$ cat src/sfh_pkg.sv
// shared constants and types of the serial flash host
`default_nettype none
package sfh_pkg;
    // ----------------------------------------------------------------
    // timing
    // ----------------------------------------------------------------
    localparam int CLK_PERIOD_NS = 5;
    localparam int SCLK_PERIOD_NS = 160;
    // four quarter phases make one serial clock period
    localparam int QTR_CYC_RAW = (SCLK_PERIOD_NS / 4) / CLK_PERIOD_NS;
    localparam int QTR_CYC = (QTR_CYC_RAW > 0) ? QTR_CYC_RAW : 1;
    localparam logic [7:0] QTR_LAST = 8'(QTR_CYC - 1);
    // ----------------------------------------------------------------
    // register map (byte addresses)
    // ----------------------------------------------------------------
    localparam int WB_AW = 8;
    localparam logic [7:0] OFS_CTRL = 8'h00;
    localparam logic [7:0] OFS_ADDR = 8'h04;
    localparam logic [7:0] OFS_LEN = 8'h08;
    localparam logic [7:0] OFS_TX = 8'h0C;
    localparam logic [7:0] OFS_RX = 8'h10;
    localparam logic [7:0] OFS_STAT = 8'h14;
    // control word fields
    localparam int CF_OPC_LSB = 0;
    localparam int CF_ADDR_EN = 8;
    localparam int CF_MODE_EN = 9;
    localparam int CF_ALN_LSB = 10;
    localparam int CF_DLN_LSB = 12;
    localparam int CF_DATA_EN = 14;
    localparam int CF_RX = 15;
    localparam int CF_DTR = 16;
    localparam int CF_DUM_LSB = 17;
    localparam int DUM_W = 5;
    localparam int CF_CONT = 22;
    localparam int CF_GO = 31;
    // status word fields
    localparam int SF_BUSY = 0;
    localparam int SF_TX_FULL = 1;
    localparam int SF_RX_FULL = 2;
    localparam int SF_QUAD_CMD = 3;
    // reset values
    localparam logic [31:0] CTRL_RST = 32'h0000_0000;
    localparam logic [31:0] ADDR_RST = 32'h0000_0000;
    localparam logic [15:0] LEN_RST = 16'h0000;
    // ----------------------------------------------------------------
    // opcodes
    // ----------------------------------------------------------------
    localparam logic [7:0] OPC_SET_WLATCH = 8'h06;
    localparam logic [7:0] OPC_VOL_WEN = 8'h50;
    localparam logic [7:0] OPC_CLR_WLATCH = 8'h04;
    localparam logic [7:0] OPC_READ = 8'h03;
    localparam logic [7:0] OPC_FAST_READ = 8'h0B;
    localparam logic [7:0] OPC_ERASE_4K = 8'h20;
    localparam logic [7:0] OPC_ERASE_32K = 8'h52;
    localparam logic [7:0] OPC_ERASE_64K = 8'hD8;
    localparam logic [7:0] OPC_CHIP_ERASE_A = 8'hC7;
    localparam logic [7:0] OPC_CHIP_ERASE_B = 8'h60;
    localparam logic [7:0] OPC_SEC_ERASE = 8'h44;
    localparam logic [7:0] OPC_SEC_PROG = 8'h42;
    localparam logic [7:0] OPC_SEC_READ = 8'h48;
    localparam logic [7:0] OPC_DUAL_OUT_READ = 8'h3B;
    localparam logic [7:0] OPC_DUAL_IO_READ = 8'hBB;
    localparam logic [7:0] OPC_QUAD_PROG = 8'h32;
    localparam logic [7:0] OPC_SET_WRAP = 8'h77;
    localparam logic [7:0] OPC_QUAD_ENTER = 8'h38;
    localparam logic [7:0] OPC_QUAD_LEAVE = 8'hFF;
    localparam logic [7:0] OPC_SET_READ_PARAM = 8'hC0;
    localparam logic [7:0] OPC_WRAP_READ = 8'h0C;
    localparam logic [7:0] OPC_DTR_READ = 8'h0D;
    localparam logic [7:0] OPC_DTR_WRAP_READ = 8'h0E;
    localparam logic [7:0] OPC_DTR_QUAD_READ = 8'hED;
    localparam logic [7:0] SEC_REG1_SEL = 8'h10;
    localparam logic [7:0] SEC_REG2_SEL = 8'h20;
    localparam logic [7:0] SEC_REG3_SEL = 8'h30;
    localparam int PAGE_BYTES = 256;
    // ----------------------------------------------------------------
    // types
    // ----------------------------------------------------------------
    typedef enum logic [1:0] {
        LANE_ONE = 2'h0,
        LANE_TWO = 2'h1,
        LANE_FOUR = 2'h2
    } sfh_lane_type;
    typedef enum logic [6:0] {
        ST_IDLE = 7'h01,
        ST_OPC = 7'h02,
        ST_ADDR = 7'h04,
        ST_MODE = 7'h08,
        ST_DUMMY = 7'h10,
        ST_DATA = 7'h20,
        ST_FIN = 7'h40
    } sfh_st_type;
    // ----------------------------------------------------------------
    // helpers
    // ----------------------------------------------------------------
    function automatic logic [3:0] lane_w(sfh_lane_type l);
        case (l)
            LANE_TWO: lane_w = 4'h2;
            LANE_FOUR: lane_w = 4'h4;
            default: lane_w = 4'h1;
        endcase
    endfunction
    function automatic logic no_extra(logic [7:0] op);
        no_extra = op inside {OPC_SET_WLATCH, OPC_VOL_WEN, OPC_CLR_WLATCH, OPC_CHIP_ERASE_A,
                              OPC_CHIP_ERASE_B, OPC_QUAD_ENTER, OPC_QUAD_LEAVE};
    endfunction
    // phase order is fixed: opcode, address, mode, dummy, data
    function automatic sfh_st_type after(sfh_st_type s, logic [31:0] cfg);
        if (no_extra(cfg[7:0])) begin
            after = ST_FIN;
        end else if (s == ST_OPC && cfg[CF_ADDR_EN]) begin
            after = ST_ADDR;
        end else if ((s == ST_OPC || s == ST_ADDR) && cfg[CF_MODE_EN]) begin
            after = ST_MODE;
        end else if (s != ST_DUMMY && s != ST_DATA && cfg[CF_DUM_LSB +: DUM_W] != '0) begin
            after = ST_DUMMY;
        end else if (s != ST_DATA && cfg[CF_DATA_EN]) begin
            after = ST_DATA;
        end else begin
            after = ST_FIN;
        end
    endfunction
    function automatic logic [31:0] merge(logic [31:0] o, logic [31:0] d, logic [3:0] s);
        merge = o;
        for (int i = 0; i < 4; i++) begin
            if (s[i]) begin
                merge[8*i +: 8] = d[8*i +: 8];
            end
        end
    endfunction
endpackage
`default_nettype wire
$ cat src/sfh_link_if.sv
// link between the instruction sequencer and the serial clock generator
`default_nettype none
interface sfh_link_if;
    logic run;
    logic hold;
    logic tick;
    logic [1:0] qph;
    logic sclk;
    modport gen (input run, input hold, output tick, output qph, output sclk);
    modport eng (output run, output hold, input tick, input qph, input sclk);
endinterface
`default_nettype wire

$ cat src/sfh_clkgen.sv
// serial clock divider with four quarter phases per period
`default_nettype none
module sfh_clkgen (
    // system
    input wire logic clk_sys,
    input wire logic rstn,
    // sequencer side
    sfh_link_if.gen lk
);
    import sfh_pkg::*;

    typedef struct packed {
        logic [7:0] cnt;
        logic [1:0] qph;
        logic sclk;
    } sfh_gen_type;

    sfh_gen_type q, n;

    // ----------------------------------------------------------------
    // divider
    // ----------------------------------------------------------------
    // phases 1 and 2 are clock high; idle parks in phase 3 (clock low)
    always_comb begin
        n = q;
        if (!lk.run) begin
            n.cnt = 8'h00;
            n.qph = 2'h3;
            n.sclk = 1'b0;
        end else if (q.cnt == QTR_LAST) begin
            if (!lk.hold) begin
                n.cnt = 8'h00;
                n.qph = q.qph + 2'h1;
                n.sclk = (n.qph == 2'h1) || (n.qph == 2'h2);
            end
        end else begin
            n.cnt = q.cnt + 8'h01;
        end
    end

    always_ff @(posedge clk_sys or negedge rstn) begin
        if (!rstn) begin
            q <= '0;
            q.qph <= 2'h3;
        end else begin
            q <= n;
        end
    end

    assign lk.tick = lk.run && (q.cnt == QTR_LAST);
    assign lk.qph = q.qph;
    assign lk.sclk = q.sclk;
endmodule
`default_nettype wire

$ cat src/sfh_host.sv
// serial flash host: wishbone registers and instruction sequencer
//
// Decided for this implementation: the register offsets and the Wishbone slave port.
`default_nettype none
// ----------------------------------------------------------------------
// Overview of operation
// - opcodes 06h, 50h, 04h are single bytes, 8 clocks each in one lane
// - 03h sends three address bytes MSB first; 0Bh adds one dummy byte
// - erase 20h, 52h, D8h carry three address bytes; C7h/60h carry none
// - every byte travels MSB first; returned fields use 1, 2 or 4 lanes
// - program sends 1 to 256 data bytes; more wrap within the page
// - security registers selected by middle address byte 10h, 20h, 30h
// - 3Bh sends opcode and address on one lane, 8 dummy clocks, dual data
// - BBh sends address and mode byte on two lanes, 4 clocks per byte
// - two-lane address puts odd bits on lane 1, even bits on lane 0
// - four-lane address sends nibbles on lanes 3 to 0, high first
// - four-lane data byte takes two clocks, high nibble first
// - 32h sends opcode and address on one lane, data on four lanes
// - 77h sends three four-lane dummy bytes, then the wrap setting byte
// - in four-lane command mode all bytes use four lanes; 38h in, FFh out
// - four-lane command puts opcode nibbles in clocks 0 and 1
// - mode byte upper nibble is F unless continuous read is wanted
// - single-lane double-edge read: opcode 8, address 4, dummy 6 clocks
// - four-lane double-edge read: opcode 2, address 1, dummy 8 clocks
// - chip select falls to start, rises to end; inputs sampled rising
// ----------------------------------------------------------------------
module sfh_host (
    // system
    input wire logic clk_sys,
    input wire logic rstn,
    // wishbone slave
    input wire logic wb_cyc,
    input wire logic wb_stb,
    input wire logic wb_we,
    input wire logic [sfh_pkg::WB_AW-1:0] wb_adr,
    input wire logic [3:0] wb_sel,
    input wire logic [31:0] wb_dat_wr,
    output logic [31:0] wb_dat_rd,
    output logic wb_ack,
    // flash pins
    output logic flash_sclk,
    output logic flash_cs_n,
    output logic [3:0] io_out,
    output logic [3:0] io_oe,
    input wire logic [3:0] io_in
);
    import sfh_pkg::*;

    typedef struct packed {
        sfh_st_type st;
        logic cs_n;
        logic [3:0] out;
        logic [3:0] oe;
        logic [7:0] sh;
        logic [3:0] bits;
        logic act;
        sfh_lane_type ln;
        logic dtr;
        logic [15:0] cnt;
    } sfh_eng_type;

    typedef struct packed {
        sfh_eng_type eng;
        logic [31:0] cfg;
        logic [31:0] adr;
        logic [15:0] len;
        logic [7:0] tx;
        logic [7:0] rx;
        logic tx_full;
        logic rx_full;
        logic four_lane_command_mode;
        logic go;
        logic ack;
        logic [31:0] dat;
        logic [3:0] s1;
        logic [3:0] s2;
    } sfh_state_type;

    sfh_state_type q, n;
    sfh_link_if lk ();

    sfh_clkgen u_clkgen (
        .clk_sys(clk_sys),
        .rstn(rstn),
        .lk(lk)
    );

    // ----------------------------------------------------------------
    // helpers
    // ----------------------------------------------------------------
    function automatic sfh_eng_type enter(sfh_eng_type e, sfh_st_type s, logic [31:0] cfg,
                                          logic [15:0] len, logic four_lane_command_mode);
        enter = e;
        enter.st = s;
        enter.bits = 4'h0;
        enter.dtr = 1'b0;
        enter.cnt = 16'h0000;
        enter.ln = four_lane_command_mode ? LANE_FOUR : LANE_ONE;
        case (s)
            ST_ADDR, ST_MODE: begin
                if (s == ST_ADDR) begin
                    enter.cnt = 16'h0002;
                end
                if (!four_lane_command_mode) begin
                    enter.ln = sfh_lane_type'(cfg[CF_ALN_LSB +: 2]);
                end
                enter.dtr = cfg[CF_DTR];
            end
            ST_DUMMY: enter.cnt = 16'(cfg[CF_DUM_LSB +: DUM_W]) - 16'h0001;
            ST_DATA: begin
                enter.cnt = len;
                if (!four_lane_command_mode) begin
                    enter.ln = sfh_lane_type'(cfg[CF_DLN_LSB +: 2]);
                end
                enter.dtr = cfg[CF_DTR];
            end
            default: enter.cnt = 16'h0000;
        endcase
    endfunction

    // ----------------------------------------------------------------
    // sequencer and register file
    // ----------------------------------------------------------------
    sfh_eng_type e;
    logic take, put, stall, done, launch, req;
    logic [3:0] w, wl, inb;
    logic [1:0] p;
    logic [7:0] rxb;

    always_comb begin
        n = q;
        e = q.eng;
        take = 1'b0;
        put = 1'b0;
        stall = 1'b0;
        done = 1'b0;
        launch = 1'b0;
        rxb = 8'h00;
        inb = 4'h0;
        w = lane_w(q.eng.ln);
        p = lk.qph + 2'h1;
        n.s1 = io_in;
        n.s2 = q.s1;
        n.go = 1'b0;
        if (q.eng.st == ST_IDLE) begin
            if (q.go) begin
                e = enter(e, ST_OPC, q.cfg, q.len, q.four_lane_command_mode);
                e.cs_n = 1'b0;
                launch = 1'b1;
            end
        end else if (lk.tick) begin
            // single edge samples at the falling edge, double edge at both
            if (e.act && (e.dtr ? p[0] : p == 2'h3)) begin
                e.act = 1'b0;
                if (e.st == ST_DUMMY) begin
                    if (e.cnt == 16'h0000) begin
                        e = enter(e, after(ST_DUMMY, q.cfg), q.cfg, q.len, q.four_lane_command_mode);
                    end else begin
                        e.cnt = e.cnt - 16'h0001;
                    end
                end else begin
                    case (w)
                        4'h1: inb = {3'b000, q.s2[1]};
                        4'h2: inb = {2'b00, q.s2[1:0]};
                        default: inb = q.s2;
                    endcase
                    e.sh = (e.sh << w) | {4'h0, inb};
                    e.bits = e.bits - w;
                    if (e.bits == 4'h0) begin
                        if (e.st == ST_DATA && q.cfg[CF_RX]) begin
                            put = 1'b1;
                            rxb = e.sh;
                        end
                        if (e.cnt == 16'h0000) begin
                            e = enter(e, after(e.st, q.cfg), q.cfg, q.len, q.four_lane_command_mode);
                        end else begin
                            e.cnt = e.cnt - 16'h0001;
                        end
                    end
                end
            end
            if (e.st == ST_FIN) begin
                if (p == 2'h0) begin
                    e.st = ST_IDLE;
                    e.cs_n = 1'b1;
                    e.oe = 4'h0;
                    done = 1'b1;
                end
            end else if (!e.act && (e.dtr ? !p[0] : p == 2'h3)) begin
                launch = 1'b1;
            end
        end
        wl = lane_w(e.ln);
        if (launch) begin
            e.act = 1'b1;
            if (e.st == ST_DUMMY) begin
                e.oe = 4'h0;
            end else begin
                if (e.bits == 4'h0) begin
                    e.bits = 4'h8;
                    case (e.st)
                        ST_OPC: e.sh = q.cfg[CF_OPC_LSB +: 8];
                        ST_ADDR: e.sh = q.adr[{e.cnt[1:0], 3'b000} +: 8];
                        ST_MODE: e.sh = q.cfg[CF_CONT] ? q.adr[31:24] : {4'hF, q.adr[27:24]};
                        default: begin
                            if (q.cfg[CF_RX]) begin
                                stall = q.rx_full;
                            end else begin
                                stall = !q.tx_full;
                                take = 1'b1;
                                e.sh = q.tx;
                            end
                        end
                    endcase
                end
                if (e.st == ST_DATA && q.cfg[CF_RX]) begin
                    e.oe = 4'h0;
                end else begin
                    case (wl)
                        4'h1: begin
                            e.out = {3'b000, e.sh[7]};
                            e.oe = 4'h1;
                        end
                        4'h2: begin
                            e.out = {2'b00, e.sh[7:6]};
                            e.oe = 4'h3;
                        end
                        default: begin
                            e.out = e.sh[7:4];
                            e.oe = 4'hF;
                        end
                    endcase
                end
            end
        end
        // a stalled boundary is replayed whole once the transmit byte is there or the receive byte has been read
        if (!stall) begin
            n.eng = e;
            if (take) begin
                n.tx_full = 1'b0;
            end
            if (put) begin
                n.rx = rxb;
                n.rx_full = 1'b1;
            end
            if (done && q.cfg[7:0] == OPC_QUAD_ENTER && !q.four_lane_command_mode) begin
                n.four_lane_command_mode = 1'b1;
            end
            if (done && q.cfg[7:0] == OPC_QUAD_LEAVE && q.four_lane_command_mode) begin
                n.four_lane_command_mode = 1'b0;
            end
        end
        // wishbone: one wait state, ack drops after one cycle
        req = wb_cyc && wb_stb && !q.ack;
        n.ack = req;
        if (req) begin
            n.dat = 32'h0000_0000;
            case (wb_adr)
                OFS_CTRL: begin
                    n.dat = {1'b0, q.cfg[30:0]};
                    if (wb_we && q.eng.st == ST_IDLE && !q.go) begin
                        n.cfg = merge(q.cfg, wb_dat_wr, wb_sel);
                        n.go = wb_dat_wr[CF_GO] && wb_sel[3];
                    end
                end
                OFS_ADDR: begin
                    n.dat = q.adr;
                    if (wb_we && q.eng.st == ST_IDLE && !q.go) begin
                        n.adr = merge(q.adr, wb_dat_wr, wb_sel);
                    end
                end
                OFS_LEN: begin
                    n.dat = {16'h0000, q.len};
                    if (wb_we && q.eng.st == ST_IDLE && !q.go) begin
                        n.len = 16'(merge({16'h0000, q.len}, wb_dat_wr, wb_sel));
                    end
                end
                OFS_TX: begin
                    n.dat = {24'h00_0000, q.tx};
                    // a write into a full holding byte is dropped unless the byte is taken in the same cycle
                    if (wb_we && wb_sel[0] && !n.tx_full) begin
                        n.tx = wb_dat_wr[7:0];
                        n.tx_full = 1'b1;
                    end
                end
                OFS_RX: begin
                    n.dat = {24'h00_0000, q.rx};
                    // a stalled landing is replayed, so it must not swallow the clear
                    if (!wb_we && !(put && !stall)) begin
                        n.rx_full = 1'b0;
                    end
                end
                OFS_STAT: begin
                    n.dat[SF_BUSY] = (q.eng.st != ST_IDLE) || q.go;
                    n.dat[SF_TX_FULL] = q.tx_full;
                    n.dat[SF_RX_FULL] = q.rx_full;
                    n.dat[SF_QUAD_CMD] = q.four_lane_command_mode;
                end
                default: n.dat = 32'h0000_0000;
            endcase
        end
    end

    always_ff @(posedge clk_sys or negedge rstn) begin
        if (!rstn) begin
            q <= '0;
            q.eng.st <= ST_IDLE;
            q.eng.cs_n <= 1'b1;
            q.cfg <= CTRL_RST;
            q.adr <= ADDR_RST;
            q.len <= LEN_RST;
        end else begin
            q <= n;
        end
    end

    assign lk.run = (q.eng.st != ST_IDLE);
    assign lk.hold = stall;
    assign flash_sclk = lk.sclk;
    assign flash_cs_n = q.eng.cs_n;
    assign io_out = q.eng.out;
    assign io_oe = q.eng.oe;
    assign wb_dat_rd = q.dat;
    assign wb_ack = q.ack;

    // ----------------------------------------------------------------
    // assertions
    // ----------------------------------------------------------------
    a_cs_idle_high: assert property (@(posedge clk_sys) disable iff (!rstn)
        q.eng.st == ST_IDLE |-> flash_cs_n)
        else $error("chip select low while idle");

    a_cs_rise_low: assert property (@(posedge clk_sys) disable iff (!rstn)
        $rose(flash_cs_n) |-> !flash_sclk && !$past(flash_sclk))
        else $error("chip select rose with serial clock high");

    a_opc_first_bit: assert property (@(posedge clk_sys) disable iff (!rstn)
        $fell(flash_cs_n) && !q.four_lane_command_mode |-> io_oe == 4'h1 && io_out[0] == q.cfg[7])
        else $error("opcode msb not on lane 0 at frame start");

    a_mode_nibble_f: assert property (@(posedge clk_sys) disable iff (!rstn)
        q.eng.st == ST_MODE && q.eng.act && q.eng.bits == 4'h8 && !q.cfg[CF_CONT]
        |-> q.eng.sh[7:4] == 4'hF)
        else $error("mode byte upper nibble not F");

    a_quad_enter: assert property (@(posedge clk_sys) disable iff (!rstn)
        $rose(flash_cs_n) && q.cfg[7:0] == OPC_QUAD_ENTER && !$past(q.four_lane_command_mode) |-> q.four_lane_command_mode)
        else $error("four lane command mode not entered");

    a_quad_lanes: assert property (@(posedge clk_sys) disable iff (!rstn)
        q.eng.ln == LANE_FOUR && io_oe != 4'h0 && !flash_cs_n |-> io_oe == 4'hF)
        else $error("four lane beat not on all lanes");

    a_dual_lanes: assert property (@(posedge clk_sys) disable iff (!rstn)
        q.eng.ln == LANE_TWO && io_oe != 4'h0 && !flash_cs_n |-> io_oe == 4'h3)
        else $error("two lane beat on wrong lanes");

    a_whole_bytes: assert property (@(posedge clk_sys) disable iff (!rstn)
        $rose(flash_cs_n) |-> $past(q.eng.bits) == 4'h0)
        else $error("frame ended inside a byte");

    a_no_extra_addr: assert property (@(posedge clk_sys) disable iff (!rstn)
        q.eng.st == ST_ADDR |-> !no_extra(q.cfg[7:0]))
        else $error("address sent after single byte opcode");
endmodule
`default_nettype wire

$ cat config.mk
export PLATFORM = sky130hd
export DESIGN_NAME = sfh_host
export DESIGN_NICKNAME = d
export VERILOG_FILES = /design/src/sfh_pkg.sv /design/src/sfh_link_if.sv /design/src/sfh_clkgen.sv /design/src/sfh_host.sv
export SDC_FILE = /design/constraint.sdc
export NUM_CORES = 1
export LEC_CHECK = 0
export BUFFER_PORTS_ARGS = -buffer_cell sky130_fd_sc_hd__buf_2
export CAP_MARGIN = 20
export CORE_MARGIN = 4
export CORE_UTILIZATION = 34
export DETAILED_ROUTE_END_ITERATION = 8
export GPL_ROUTABILITY_DRIVEN = 0
export GPL_TIMING_DRIVEN = 0
export SLEW_MARGIN = 40
export SYNTH_ARGS = -nofsm -noshare
export SYNTH_HDL_FRONTEND = slang
export SYNTH_SLANG_ARGS = --single-unit
$ cat constraint.sdc
create_clock -name clk_sys -period 5.44 [get_ports clk_sys]
set_clock_uncertainty 0.05 [all_clocks]
set_input_delay 0.272 -clock clk_sys [delete_from_list [all_inputs] [get_ports clk_sys]]
set_output_delay 0.272 -clock clk_sys [all_outputs]
set_load 0.005 [all_outputs]
Word level (Yosys, flattened, before mapping)
Cells that the tools add are included.
{ "totals": {"output_inout_bits": 43, "register_bits": 199, "in_bits": 53, "word_cells": 275} }
{ "op_classes": {"n_addsub": 5, "n_shift": 2, "n_bitwise": 2, "eq_ne": 51, "mux": 113, "n_reduce_logical": 68} }
{ "ops": {"columns": ["cell", "count"], "rows": [
  ["48-bit 2-to-1 mux", 8],
  ["28-bit case mux with 5 select lines", 1],
  ["7-bit 2-to-1 mux", 18],
  ["16-bit case mux with 3 select lines", 2],
  ["8-bit 2-to-1 mux", 11],
  ["32-bit 2-to-1 mux", 2],
  ["4-bit 2-to-1 mux", 10],
  ["4-bit AND reduction", 10],
  ["1-bit 2-to-1 mux", 38],
  ["8-bit by 3-bit equality test with 1-bit output (second input constant)", 4],
  ["16-bit 2-to-1 mux", 2],
  ["32-bit by 6-bit variable part select with 8-bit output", 1],
  ["7-bit by 3-bit equality test with 1-bit output (second input constant)", 4],
  ["7-bit by 5-bit equality test with 1-bit output (second input constant)", 4],
  ["7-bit by 6-bit equality test with 1-bit output (second input constant)", 4],
  ["12-bit 2-to-1 mux", 2],
  ["3-bit case mux with 2 select lines", 4],
  ["4-bit case mux with 6 select lines", 1],
  ["8-bit case mux with 3 select lines", 1],
  ["1-bit logical AND", 23],
  ["11-bit 2-to-1 mux", 2],
  ["7-bit by 4-bit equality test with 1-bit output (second input constant)", 3],
  ["21-bit 2-to-1 mux", 1],
  ["8-bit by 4-bit equality test with 1-bit output (second input constant)", 2],
  ["other kinds (45)", 83]
]} }

Longest topological paths before layout
Gate-level depths: netlist of the first run.
{ "depth": {"ltp_word": 39, "mapped_depth": 19} }

Modules after synthesis
A second synthesis of the first run with hierarchy kept.
{ "hier_totals": {"hier_cells": 1204, "area_unflattened_um2": 11721.2} }
{ "modules_own_cells": {"columns": ["mod", "area_each_um2", "n_inst", "seq_area_each_um2", "cells_each"], "rows": [
  ["sfh_host", 11128.2, 1, 4682.0, 1144],
  ["sfh_clkgen", 593.1, 1, 277.8, 60]
]} }

Worst setup path before layout of the first run
No wires, ideal clock.
{ "synth_path": {"path_type": "register -> register", "start": "register q[159] in the netlist's numbering", "end": "register q (netlist bit io_out[0])", "slack_ps": 991, "stages_incl_launch_ff": 19, "arrival_ps": 4267, "setup_time_ps": 132, "path_cell_list": "dfrtp_1 inv_1 ha_1 buf_1 inv_1 fa_1 xor2_1 nor3b_1 nand2_1 a31oi_1 nor2_1 a2111oi_0 o21ai_0 a21oi_1 inv_1 ha_1 nor2b_1 a32oi_1 o221ai_2"} }
{ "synth_lines": {"columns": ["element", "line", "rtl"], "rows": [
  ["from (decl)", "sfh_host.sv:79", "sfh_state_type q, n;"],
  ["from (signal assigned)", "sfh_host.sv:313", "q <= n;"]
]} }

Worst setup path after layout of the first run
{ "layout_path": {"start": "register q[158] in the netlist's numbering", "end": "register q (netlist bit io_out[0])"} }
{ "layout_between": {"elab_chain_cells": 20, "elab_cells_between_ends": 52, "cone_classes": "1 x add/sub; 12 x eq/ne; 2 x shift; 30 x mux; 1 x bitwise; 6 x reduce/logical"} }
{ "layout_rtl": {"columns": ["element", "line", "rtl"], "rows": [
  ["2-bit equality test or 2-bit by 1-bit equality test with 1-bit output (tied branches)", "sfh_pkg.sv:97", "case (l)"],
  ["3-bit case mux with 2 select lines", "sfh_pkg.sv:97", null],
  ["4-bit subtractor", "sfh_host.sv:168", "e.bits = e.bits - w;"],
  ["4-bit zero test", "sfh_host.sv:169", "if (e.bits == 4'h0) begin"],
  ["48-bit 2-to-1 mux", "sfh_host.sv:169", null],
  ["48-bit 2-to-1 mux", "sfh_host.sv:155", "if (e.st == ST_DUMMY) begin"],
  ["48-bit 2-to-1 mux", "sfh_host.sv:153", "if (e.act && (e.dtr ? p[0] : p == 2'h3)) begin"],
  ["48-bit 2-to-1 mux", "sfh_host.sv:151", "end else if (lk.tick) begin"],
  ["[4 not listed]", null, null],
  ["48-bit 2-to-1 mux", "sfh_host.sv:145", "if (q.eng.st == ST_IDLE) begin"],
  ["7-bit by 4-bit equality test with 1-bit output (tied with other cells)", "sfh_host.sv:201", "case (e.st)"],
  ["8-bit case mux with 3 select lines", "sfh_host.sv:201", null],
  ["12-bit 2-to-1 mux", "sfh_host.sv:199", "if (e.bits == 4'h0) begin"],
  ["8-bit case mux with 2 select lines", "sfh_host.sv:219", "case (wl)"],
  ["4-bit 2-to-1 mux", "sfh_host.sv:216", "if (e.st == ST_DATA && q.cfg[CF_RX]) begin"],
  ["4-bit 2-to-1 mux", "sfh_host.sv:196", "if (e.st == ST_DUMMY) begin"],
  ["21-bit 2-to-1 mux", "sfh_host.sv:194", "if (launch) begin"]
]} }
Parallel ways exist; a longest one is shown, timed or not. The select of a mux whose other input is x is not followed.
A chain may end at the register's enable or synchronous reset.

==> results.json, run 1 <==
{
  "clock_sinks": 198,
  "syn2layout_area_growth_pct": 16.0,
  "worstMarginPinSlew_ps": 787,
  "grt_pass1_wl_um": 55500,
  "p_comb_frac": 0.039,
  "nets": 1335,
  "grt_max_degree": 74,
  "setup_violations": 0,
  "arrival_ps": 5280,
  "slowest_stage": "or3b_2",
  "cp.required_ps": 5710,
  "grt.met1_usage": 0.279,
  "n_antenna_cell": 0,
  "final_common_cell": "dfrtp_1",
  "grt_util_all_layers": 0.192,
  "cts_tree": "yes",
  "r2r_slack_ps": 420,
  "slowest_delay_ps": 550,
  "io_pins": 96,
  "intPower_mw": 2.22,
  "fin_ws_ps": 423,
  "gr-usage-met2": 0.285,
  "finalNonFillerCells": 1728,
  "clock-root-buffer": "clkbuf_16",
  "synth_edf_count": 0,
  "synth_cell_types": 101,
  "synth_ff_type": "dfrtp_1",
  "finalPower_mw": 2.94,
  "status": "finished, final reports clean",
  "layout_common_cells": "dfrtp_1, mux2_2, buf_2",
  "drt_iter0_markers": 884,
  "p_sw_mw": 0.719,
  "core-area_mm2": 0.0335,
  "clkLatencyLatePin_ps": 450,
  "clock_path_buffers": 2,
  "fin_util": 0.400,
  "dr.pass1.iters": 5,
  "fillers": 3321,
  "clk_pin_slew_ps": 80,
  "peakVddDrop_uv": 271,
  "reg2reg_depth": 16,
  "final_cell_area_mm2": 0.0134,
  "io_buffers": 95,
  "finalHoldViolCount": 0,
  "end_kind": "flip-flop",
  "syn_area_per_cell_um2": 10.1,
  "slew_headroom": 0.471,
  "routedWlPerCell_um": 20.2,
  "start_util": 0.345,
  "drive_gt1_frac": 0.284,
  "crit_type": "reg -> reg",
  "cp_max_fo": 9,
  "grt.overflow.total": 0,
  "hold_end": "q[95]",
  "dieHeight_um": 192,
  "min-delay-start": "wb_dat_wr[18]",
  "p_sw_frac": 0.245,
  "synthCells": 1145,
  "place.detailed.hpwl_um": 26800,
  "ant_nets": 0,
  "leakage_nw": 6.01,
  "htree_levels": 4,
  "hold_path_depth": 2,
  "grt.busiest_layer": "met2",
  "finalCritPeriodShare": 0.922,
  "fmax_ghz": 0.199,
  "reg2reg_from": "q[158]",
  "die_x_um": 192,
  "hold_class": "in -> reg",
  "yosysWarnings": 0,
  "power_density_mw_per_mm2": 219,
  "numCtsBuffers": 17,
  "vias_per_cell": 5.62,
  "fin_crit_ps": 5020,
  "netlist_area_mm2": 0.0116,
  "cts_setup_buffers": 0,
  "finalWirelength_um": 35000,
  "netlist.area_leader.share": 0.420,
  "grt_pass1_vias": 9486,
  "ys_ff_latch": 198,
  "die-area_mm2": 0.0370,
  "clkPwrFrac": 0.457,
  "async_flop_share": 1.00,
  "rsz0062_at_grt": "no",
  "place_area_mm2": 0.0127,
  "yosysSeqAreaShare": 0.429,
  "rows": 67,
  "synth_top_area_cell": "dfrtp_1",
  "route.detailed.drc": 0,
  "report.final.slew_viol_count": 0,
  "reg2reg_to": "io_out[0]",
  "place_ws_ps": -27.1,
  "yosys-top-cells-area": "dfrtp_1, mux2_2, nand2_1",
  "seq_power_share": 0.505,
  "dp.cells": 1690,
  "maxCapViolations": 0,
  "grtUsageMet3": 0.0449,
  "start_kind": "flip-flop",
  "synth_nets": 1213,
  "vias": 9711,
  "path_cells": "inv_1, ha_1, ha_1, inv_1, fa_1, xor2_1, or3b_2, o21ai_1, a31oi_1, o21a_1, and3_1, buf_2, and2_1, a221o_1, o21ai_0, o221ai_2",
  "antenna_found_initial": 0
}
## worst max-delay path by stage
stage	from	to
floorplan	q[159]	io_out[0]
global placement	q[159]	io_out[0]
detailed placement	q[159]	io_out[0]
CTS	q[159]	io_out[0]
global route	q[141]	io_out[0]
finish	q[158]	io_out[0]
## kinds of logic (layout without fill, tap and decap cells)
family | after synthesis | count (layout) | synth area share
DFF | 198 | 198 | 0.429
buffers and inverters | 119 | 254 | 0.0572
xor gates and xnor gates | 21 | 21 | 0.0159
adders and majority gates | 16 | 16 | 0.0179
AOI/OAI and AO/OA | 290 | 290 | 0.177
muxes | 141 | 141 | 0.139
and+or+nand+nor | 360 | 360 | 0.164
## Yosys cell counts (19+ instances only)
cell type / n
dfrtp_1: 194
mux2_2: 106
nand2_1: 103
nor2_1: 91
o21ai_0: 74
a21oi_1: 53
buf_4: 44
nor3_1: 31
mux2i_1: 29
inv_1: 27
a22oi_1: 26
clkbuf_1: 26
nand3_1: 19
## layer usage
metal,share of wire,vias to the layer above
met1,0.46,4814
met2,0.44,388
met5,0,-
met4,0.022,0
met3,0.072,50
li1,-,4459
## metrics by stage
stage	hold slack (ps)	setup TNS, ps
2_1_floorplan	-73.6	0
3_3_place_gp	285	-708
3_5_place_dp	221	-27.1
4_1_cts	2.37	0
5_1_grt	3.73	0
6_report	15.6	0
## registers in the layout, summed over array words and instances (netlist names)
name / flops
u_clkgen.q: 8
u_clkgen.lk.sclk: 1
io_out: 4
flash_cs_n: 1
wb_ack: 1
io_oe: 3
u_clkgen.lk.qph: 2
q: 142
n: 4
wb_dat_rd: 32
## power groups by stage
stage | combinational [mW] | clock, mW | sequential (mW)
after floorplan | 0.0299 | 0 | 1.51
after global placement | 0.105 | 0 | 1.51
after detailed placement | 0.112 | 0 | 1.51
after CTS | 0.116 | 1.37 | 1.48
after global routing | 0.127 | 1.43 | 1.48
final | 0.113 | 1.34 | 1.48
## worst max-delay path: cells and delay by family, from the launching register on
kind / cells / cell delay, ps
simple gates: 3 / 950
fa+ha+maj: 3 / 850
buf+inv: 3 / 320
flops: 1 / 440
xor+xnor: 1 / 220
compound gates: 6 / 2050
## cell type report
class                           instances  area [um^2]  share of cell area
Sequential cell                       198         4960               0.370
Multi-Input combinational cell        828         6000               0.448
Buffer                                 89          549              0.0410
Tap cell                              448          561              0.0418
Clock buffer                           18          429              0.0320
Clock inverter                         14          181              0.0135
Timing Repair Buffer                  104          611              0.0456
Inverter                               29          109             0.00812
## timing repair
action	CTS	global route
endpoints found under the setup margin	1	13
hold buffers	7	0
resized for setup	1	8
cloned	0	0
hold endpoints to repair	63	0
No activity file was read; power rests on OpenSTA's default activity.
==> run 2: changes to the inputs <==
--- a/config.mk
+++ b/config.mk
@@ -5,6 +5,7 @@
 export SDC_FILE = /design/constraint.sdc
 export NUM_CORES = 1
 export LEC_CHECK = 0
+export ABC_AREA = 1
 export BUFFER_PORTS_ARGS = -buffer_cell sky130_fd_sc_hd__buf_2
 export CAP_MARGIN = 20
 export CORE_MARGIN = 4
==> results.json, run 2 <==
{
  "grt.overflow.total": 0,
  "largest_register": "q",
  "reg2reg_to": "q[49]",
  "fmax_ghz": 0.201,
  "regArea_mm2": 0.00496,
  "vias": 11426,
  "htree_levels": 4,
  "routedWlPerCell_um": 17.3,
  "start_util": 0.346,
  "dr.pass1.iters": 5,
  "reg2reg_from": "q[159]",
  "grt_max_degree": 74,
  "layout_common_cells": "nand2_1, dfrtp_1, o21ai_0",
  "dieHeight_um": 196,
  "netlist_area_mm2": 0.0120,
  "cp.required_ps": 5720,
  "ant_nets": 0,
  "finalCritPeriodShare": 0.914,
  "reg2reg_depth": 24,
  "grt_pass1_vias": 11152,
  "yosys-top-cells-area": "dfrtp_1, nand2_1, o21ai_0",
  "status": "finished, final reports clean",
  "maxCapViolations": 0,
  "clock_sinks": 198,
  "crit_top_cell": "nand2_1",
  "slowest_delay_ps": 510,
  "end_kind": "flip-flop",
  "synth_cell_types": 59,
  "p_sw_mw": 1.72,
  "syn2layout_area_growth_pct": 15.2,
  "yosysWarnings": 0,
  "fillers": 3656,
  "synthCells": 1624,
  "clkPwrFrac": 0.315,
  "peakVddDrop_uv": 240,
  "finalWirelength_um": 38200,
  "slew_headroom": 0.424,
  "cts_tree": "yes",
  "start_kind": "flip-flop",
  "min-delay-start": "wb_dat_wr[23]",
  "hold_class": "in -> reg",
  "io_pins": 96,
  "p_sw_frac": 0.388,
  "crit_type": "reg -> reg",
  "yosysSeqAreaShare": 0.413,
  "cp_max_fo": 11,
  "setup_tns_ps": 0,
  "synth_top_cells_by_count": "nand2_1, dfrtp_1, o21ai_0",
  "place.detailed.hpwl_um": 29700,
  "numCtsBuffers": 17,
  "antenna_found_initial": 0,
  "fin_util": 0.398,
  "arrival_ps": 5250,
  "worstMarginPinSlew_ps": 864,
  "slowest_stage": "fa_1",
  "finalPower_mw": 4.43,
  "core-area_mm2": 0.0347,
  "hold_end": "q[100]",
  "vias_per_cell": 5.16,
  "largest_register_ffs": 142,
  "setup_violations": 0,
  "syn_area_per_cell_um2": 7.39,
  "grt_pass1_wl_um": 61500,
  "synth_top_area_cell": "dfrtp_1",
  "die_x_um": 196,
  "cts_setup_buffers": 0,
  "finalHoldWorstSlack_ps": 20.7,
  "postCtsResizedCells": 0,
  "die-area_mm2": 0.0384,
  "clock_path_buffers": 2,
  "synth_nets": 1692,
  "netlist.area_leader.share": 0.405,
  "rows": 68,
  "multi_input_area_mm2": 0.00577,
  "fin_crit_ps": 4970,
  "drt_iter0_markers": 1067,
  "drive_gt1_frac": 0.168,
  "n_antenna_cell": 0,
  "p_comb_frac": 0.312,
  "route.detailed.drc": 0,
  "path_cells": "inv_1, ha_1, inv_1, clkbuf_1, fa_1, inv_1, nand2_1, nor2_1, nand3_4, nand2_2, nand3_1, o21ai_0, nand2_1, nor2_4, nand4_2, nand4_1, nor3_2, nor2_4, nand2_4, nor2_4, nand2_1, buf_2, nand2_1, o21ai_0",
  "async_flop_share": 1.00,
  "clock-root-buffer": "clkbuf_16",
  "ys_ff_latch": 198,
  "synth_edf_count": 0,
  "power_density_mw_per_mm2": 321,
  "hold_path_depth": 3,
  "finalHoldViolCount": 0,
  "r2r_slack_ps": 470,
  "final_common_cell": "nand2_1",
  "io_buffers": 95,
  "rsz0062_at_grt": "no",
  "report.final.slew_viol_count": 0,
  "grt_util_all_layers": 0.199,
  "synth_ff_type": "dfrtp_1",
  "yosysMostFrequentCell": "nand2_1",
  "leakage_nw": 6.61,
  "clk_pin_slew_ps": 80,
  "nets": 1814,
  "seq_power_share": 0.373,
  "clkLatencyLatePin_ps": 470,
  "intPower_mw": 2.71
}
-- run 2: kinds of logic after synthesis --
logic type,count (synthesis),synth area share
xor gates and xnor gates,15,0.0110
adders and majority gates,15,0.0163
and+or+nand+nor,753,0.281
DFF,198,0.413
AOI/OAI and AO/OA,353,0.171
buffers and inverters,290,0.107
-- run 2: area by class of cell --
| cell class | instances | area share |
|---|---|---|
| timing repair buffer | 103 | 0.0434 |
| clock inverter | 15 | 0.0159 |
| inverter | 204 | 0.0557 |
| multi-input combinational | 1136 | 0.417 |
| tap | 455 | 0.0412 |
| sequential | 198 | 0.359 |
| clock buffer | 17 | 0.0308 |
| buffer | 86 | 0.0371 |
-- run 2: worst max-delay path by stage --
stage	end	depth (start not counted)	from
finish	q[49]	24	q[159]
global route	q[167]	24	q[159]
CTS	q[49]	24	q[159]
detailed placement	q[49]	24	q[159]
global placement	wb_dat_rd[25]	1	rstn
floorplan	q[59]	28	q[158]
-- run 2: power by group through the flow --
stage | combinational, mW | clock (mW) | sequential [mW]
after detailed placement | 1.37 | 0 | 1.68
after CTS | 1.37 | 1.41 | 1.65
after floorplan | 1.01 | 0 | 1.66
after global routing | 1.56 | 1.47 | 1.67
after global placement | 1.33 | 0 | 1.68
final | 1.38 | 1.40 | 1.65
-- run 2: metrics by stage --
step                      std cells  area [um^2]  setup WS (ps)
after floorplan                1624        12000           1490
after global placement         2174        13000            513
after detailed placement       2176        13100            598
after CTS                      2214        13800            554
after global routing           2214        13800            123
final                          2214        13800            468
-- run 2: timing repair --
| action | 4_1_cts | 5_1_grt |
|---|---|---|
| endpoints found under the setup margin | 0 | 0 |
| hold buffers | 6 | 0 |
| endpoints found under the hold margin | 55 | 0 |
-- run 2: metal layers --
layer  wire [um]  global-route usage  part of all wire
met1       17300               0.279              0.45
met2       17300               0.314              0.45
met3        2420              0.0349             0.063
met4        1170              0.0649             0.031
met5           0                   0                 0
-- run 2: worst max-delay path, delay by kind of cell (launching register included) --
| kind | cells | cell delay [ps] |
|---|---|---|
| AND/OR/NAND/NOR | 15 | 2460 |
| flip-flops | 1 | 390 |
| adder cells (fa/ha/maj) | 2 | 780 |
| AO/OA/AOI/OAI | 2 | 230 |
| buffers and inverters | 5 | 910 |
==> run 3: changes to the inputs <==
--- a/config.mk
+++ b/config.mk
@@ -10,6 +10,7 @@
 export CAP_MARGIN = 20
 export CORE_MARGIN = 4
 export CORE_UTILIZATION = 34
+export CTS_BUF_LIST = sky130_fd_sc_hd__clkbuf_4 sky130_fd_sc_hd__clkbuf_8
 export DETAILED_ROUTE_END_ITERATION = 8
 export GPL_ROUTABILITY_DRIVEN = 0
 export GPL_TIMING_DRIVEN = 0
==> results.json, run 3 (synthesized netlist as in run 2, its figures left out) <==
{
  "cp.required_ps": 5760,
  "setup_tns_ps": 0,
  "seq_power_share": 0.401,
  "syn2layout_area_growth_pct": 14.9,
  "slew_headroom": 0.421,
  "clkPwrFrac": 0.261,
  "clock_sinks": 198,
  "routedWlPerCell_um": 17.1,
  "clk_pin_slew_ps": 120,
  "io_buffers": 95,
  "core-area_mm2": 0.0347,
  "clkLatencyLatePin_ps": 510,
  "end_kind": "flip-flop",
  "slowest_delay_ps": 510,
  "peakVddDrop_uv": 149,
  "route.detailed.drc": 0,
  "arrival_ps": 5300,
  "numCtsBuffers": 17,
  "largest_register_ffs": 142,
  "drt_iter0_markers": 1143,
  "vias_per_cell": 5.14,
  "path_buf_inv": 5,
  "fmax_ghz": 0.201,
  "largest_register": "q",
  "reg2reg_from": "q[159]",
  "dr.pass1.iters": 6,
  "power_density_mw_per_mm2": 299,
  "p_sw_mw": 1.67,
  "fillers": 3660,
  "setup.worst_path.start": "q[159]",
  "path_cells": "inv_1, ha_1, inv_1, clkbuf_1, fa_1, inv_1, nand2_1, nor2_1, nand3_4, nand2_2, nand3_1, o21ai_0, nand2_1, nor2_4, nand4_2, nand4_1, nor3_2, nor2_4, nand2_4, nor2_4, nand2_1, buf_2, nand2_1, o21ai_0",
  "final_cell_area_mm2": 0.0138,
  "io_pins": 96,
  "intPower_mw": 2.45,
  "cts_tree": "yes",
  "cp_max_fo": 11,
  "fin_ws_ps": 463,
  "crit_top_cell": "nand2_1",
  "finalHoldViolCount": 0,
  "p_sw_frac": 0.406,
  "finalWirelength_um": 38200,
  "crit_type": "reg -> reg",
  "clock_path_buffers": 2,
  "leakage_nw": 6.58,
  "p_comb_frac": 0.338,
  "drive_gt1_frac": 0.166,
  "grt_pass1_wl_um": 61700,
  "rows": 68,
  "setup_violations": 0,
  "die_x_um": 196,
  "clock-root-buffer": "clkbuf_8",
  "min-delay-start": "wb_dat_wr[0]",
  "final_common_cell": "nand2_1",
  "fin_crit_ps": 4980,
  "die-area_mm2": 0.0384,
  "dieHeight_um": 196,
  "n_antenna_cell": 0,
  "place_area_mm2": 0.0131,
  "maxCapViolations": 0,
  "layout_common_cells": "nand2_1, dfrtp_1, o21ai_0",
  "finalNonFillerCells": 2229,
  "report.final.slew_viol_count": 0,
  "nets": 1829,
  "dp.cells": 2176,
  "antenna_found_initial": 0,
  "grt_util_all_layers": 0.200,
  "worstMarginPinSlew_ps": 869,
  "place.detailed.hpwl_um": 29700,
  "slowest_stage": "fa_1",
  "htree_levels": 4,
  "start_kind": "flip-flop",
  "place_ws_ps": 598,
  "vias": 11447,
  "finalCritPeriodShare": 0.915,
  "fin_util": 0.397,
  "path_delay_family": "simple AND/OR/NAND/NOR gates",
  "ant_nets": 0,
  "grt_max_degree": 74,
  "status": "finished, final reports clean",
  "grt_pass1_vias": 11182,
  "hold_class": "in -> reg",
  "rsz0062_at_grt": "no",
  "start_util": 0.346,
  "grt.overflow.total": 0
}
[run 3: cell count changes in the layout (fill, tap and decap cells not counted)]
cell	before	now
dlygate4sd3_1	6	21
clkbuf_8	0	17
clkbuf_16	17	0
[run 3: final cells by class]
cell class | count | area [um^2] | area share
multi-input cells | 1136 | 5770 | 0.418
inverters | 204 | 771 | 0.0559
repair buffers | 118 | 751 | 0.0545
flip-flops and latches | 198 | 4960 | 0.360
well taps | 455 | 569 | 0.0413
plain buffers | 86 | 513 | 0.0372
clock buffers | 17 | 234 | 0.0170
clock inverters | 15 | 220 | 0.0160
[run 3: final timing paths]
path / endpoint / slack [ps] / cells past startpoint
worst min register to register: q[3] / 310 / 0
worst max-delay path: q[49] / 460 / 24
worst min-delay path: q[53] / 20 / 3
worst max register to register: q[49] / 460 / 24
min in group asynchronous: q[154] / 240 / 2
max in group asynchronous: q[137] / 4340 / 3
[run 3: worst register-to-register path: cells and delay by family, from the launching register on]
kind	cells	cell delay, ps
AOI/OAI and AO/OA	2	230
buffers and inverters	5	910
DFF	1	400
and+or+nand+nor	15	2480
adders and majority gates	2	780
[run 3: timing repair]
action / 4_1_cts / 5_1_grt
endpoints found under the setup margin: 0 / 0
setup buffers: 0 / 0
hold endpoints to repair: 86 / 0
resized for setup: 0 / 0
hold buffers: 21 / 0
[run 3: layer usage]
metal,track usage,part of all wire,up-vias
met2,0.312,0.45,420
met1,0.282,0.45,5445
met5,0,0,-
met4,0.0690,0.031,0
met3,0.0314,0.062,60
li1,-,-,5522
[run 3: per-stage QoR]
stage,total power [mW],hold WS [ps]
global route,4.40,17.0
floorplan,2.67,-73.6
finish,4.12,23.6
global placement,3.01,287
detailed placement,3.04,207
CTS,4.13,3.47
[run 3: power groups by stage]
stage,combinational [mW],sequential [mW],clock (mW)
floorplan,1.01,1.66,0
global placement,1.33,1.68,0
detailed placement,1.37,1.68,0
CTS,1.38,1.65,1.10
global route,1.57,1.67,1.16
finish,1.39,1.65,1.08
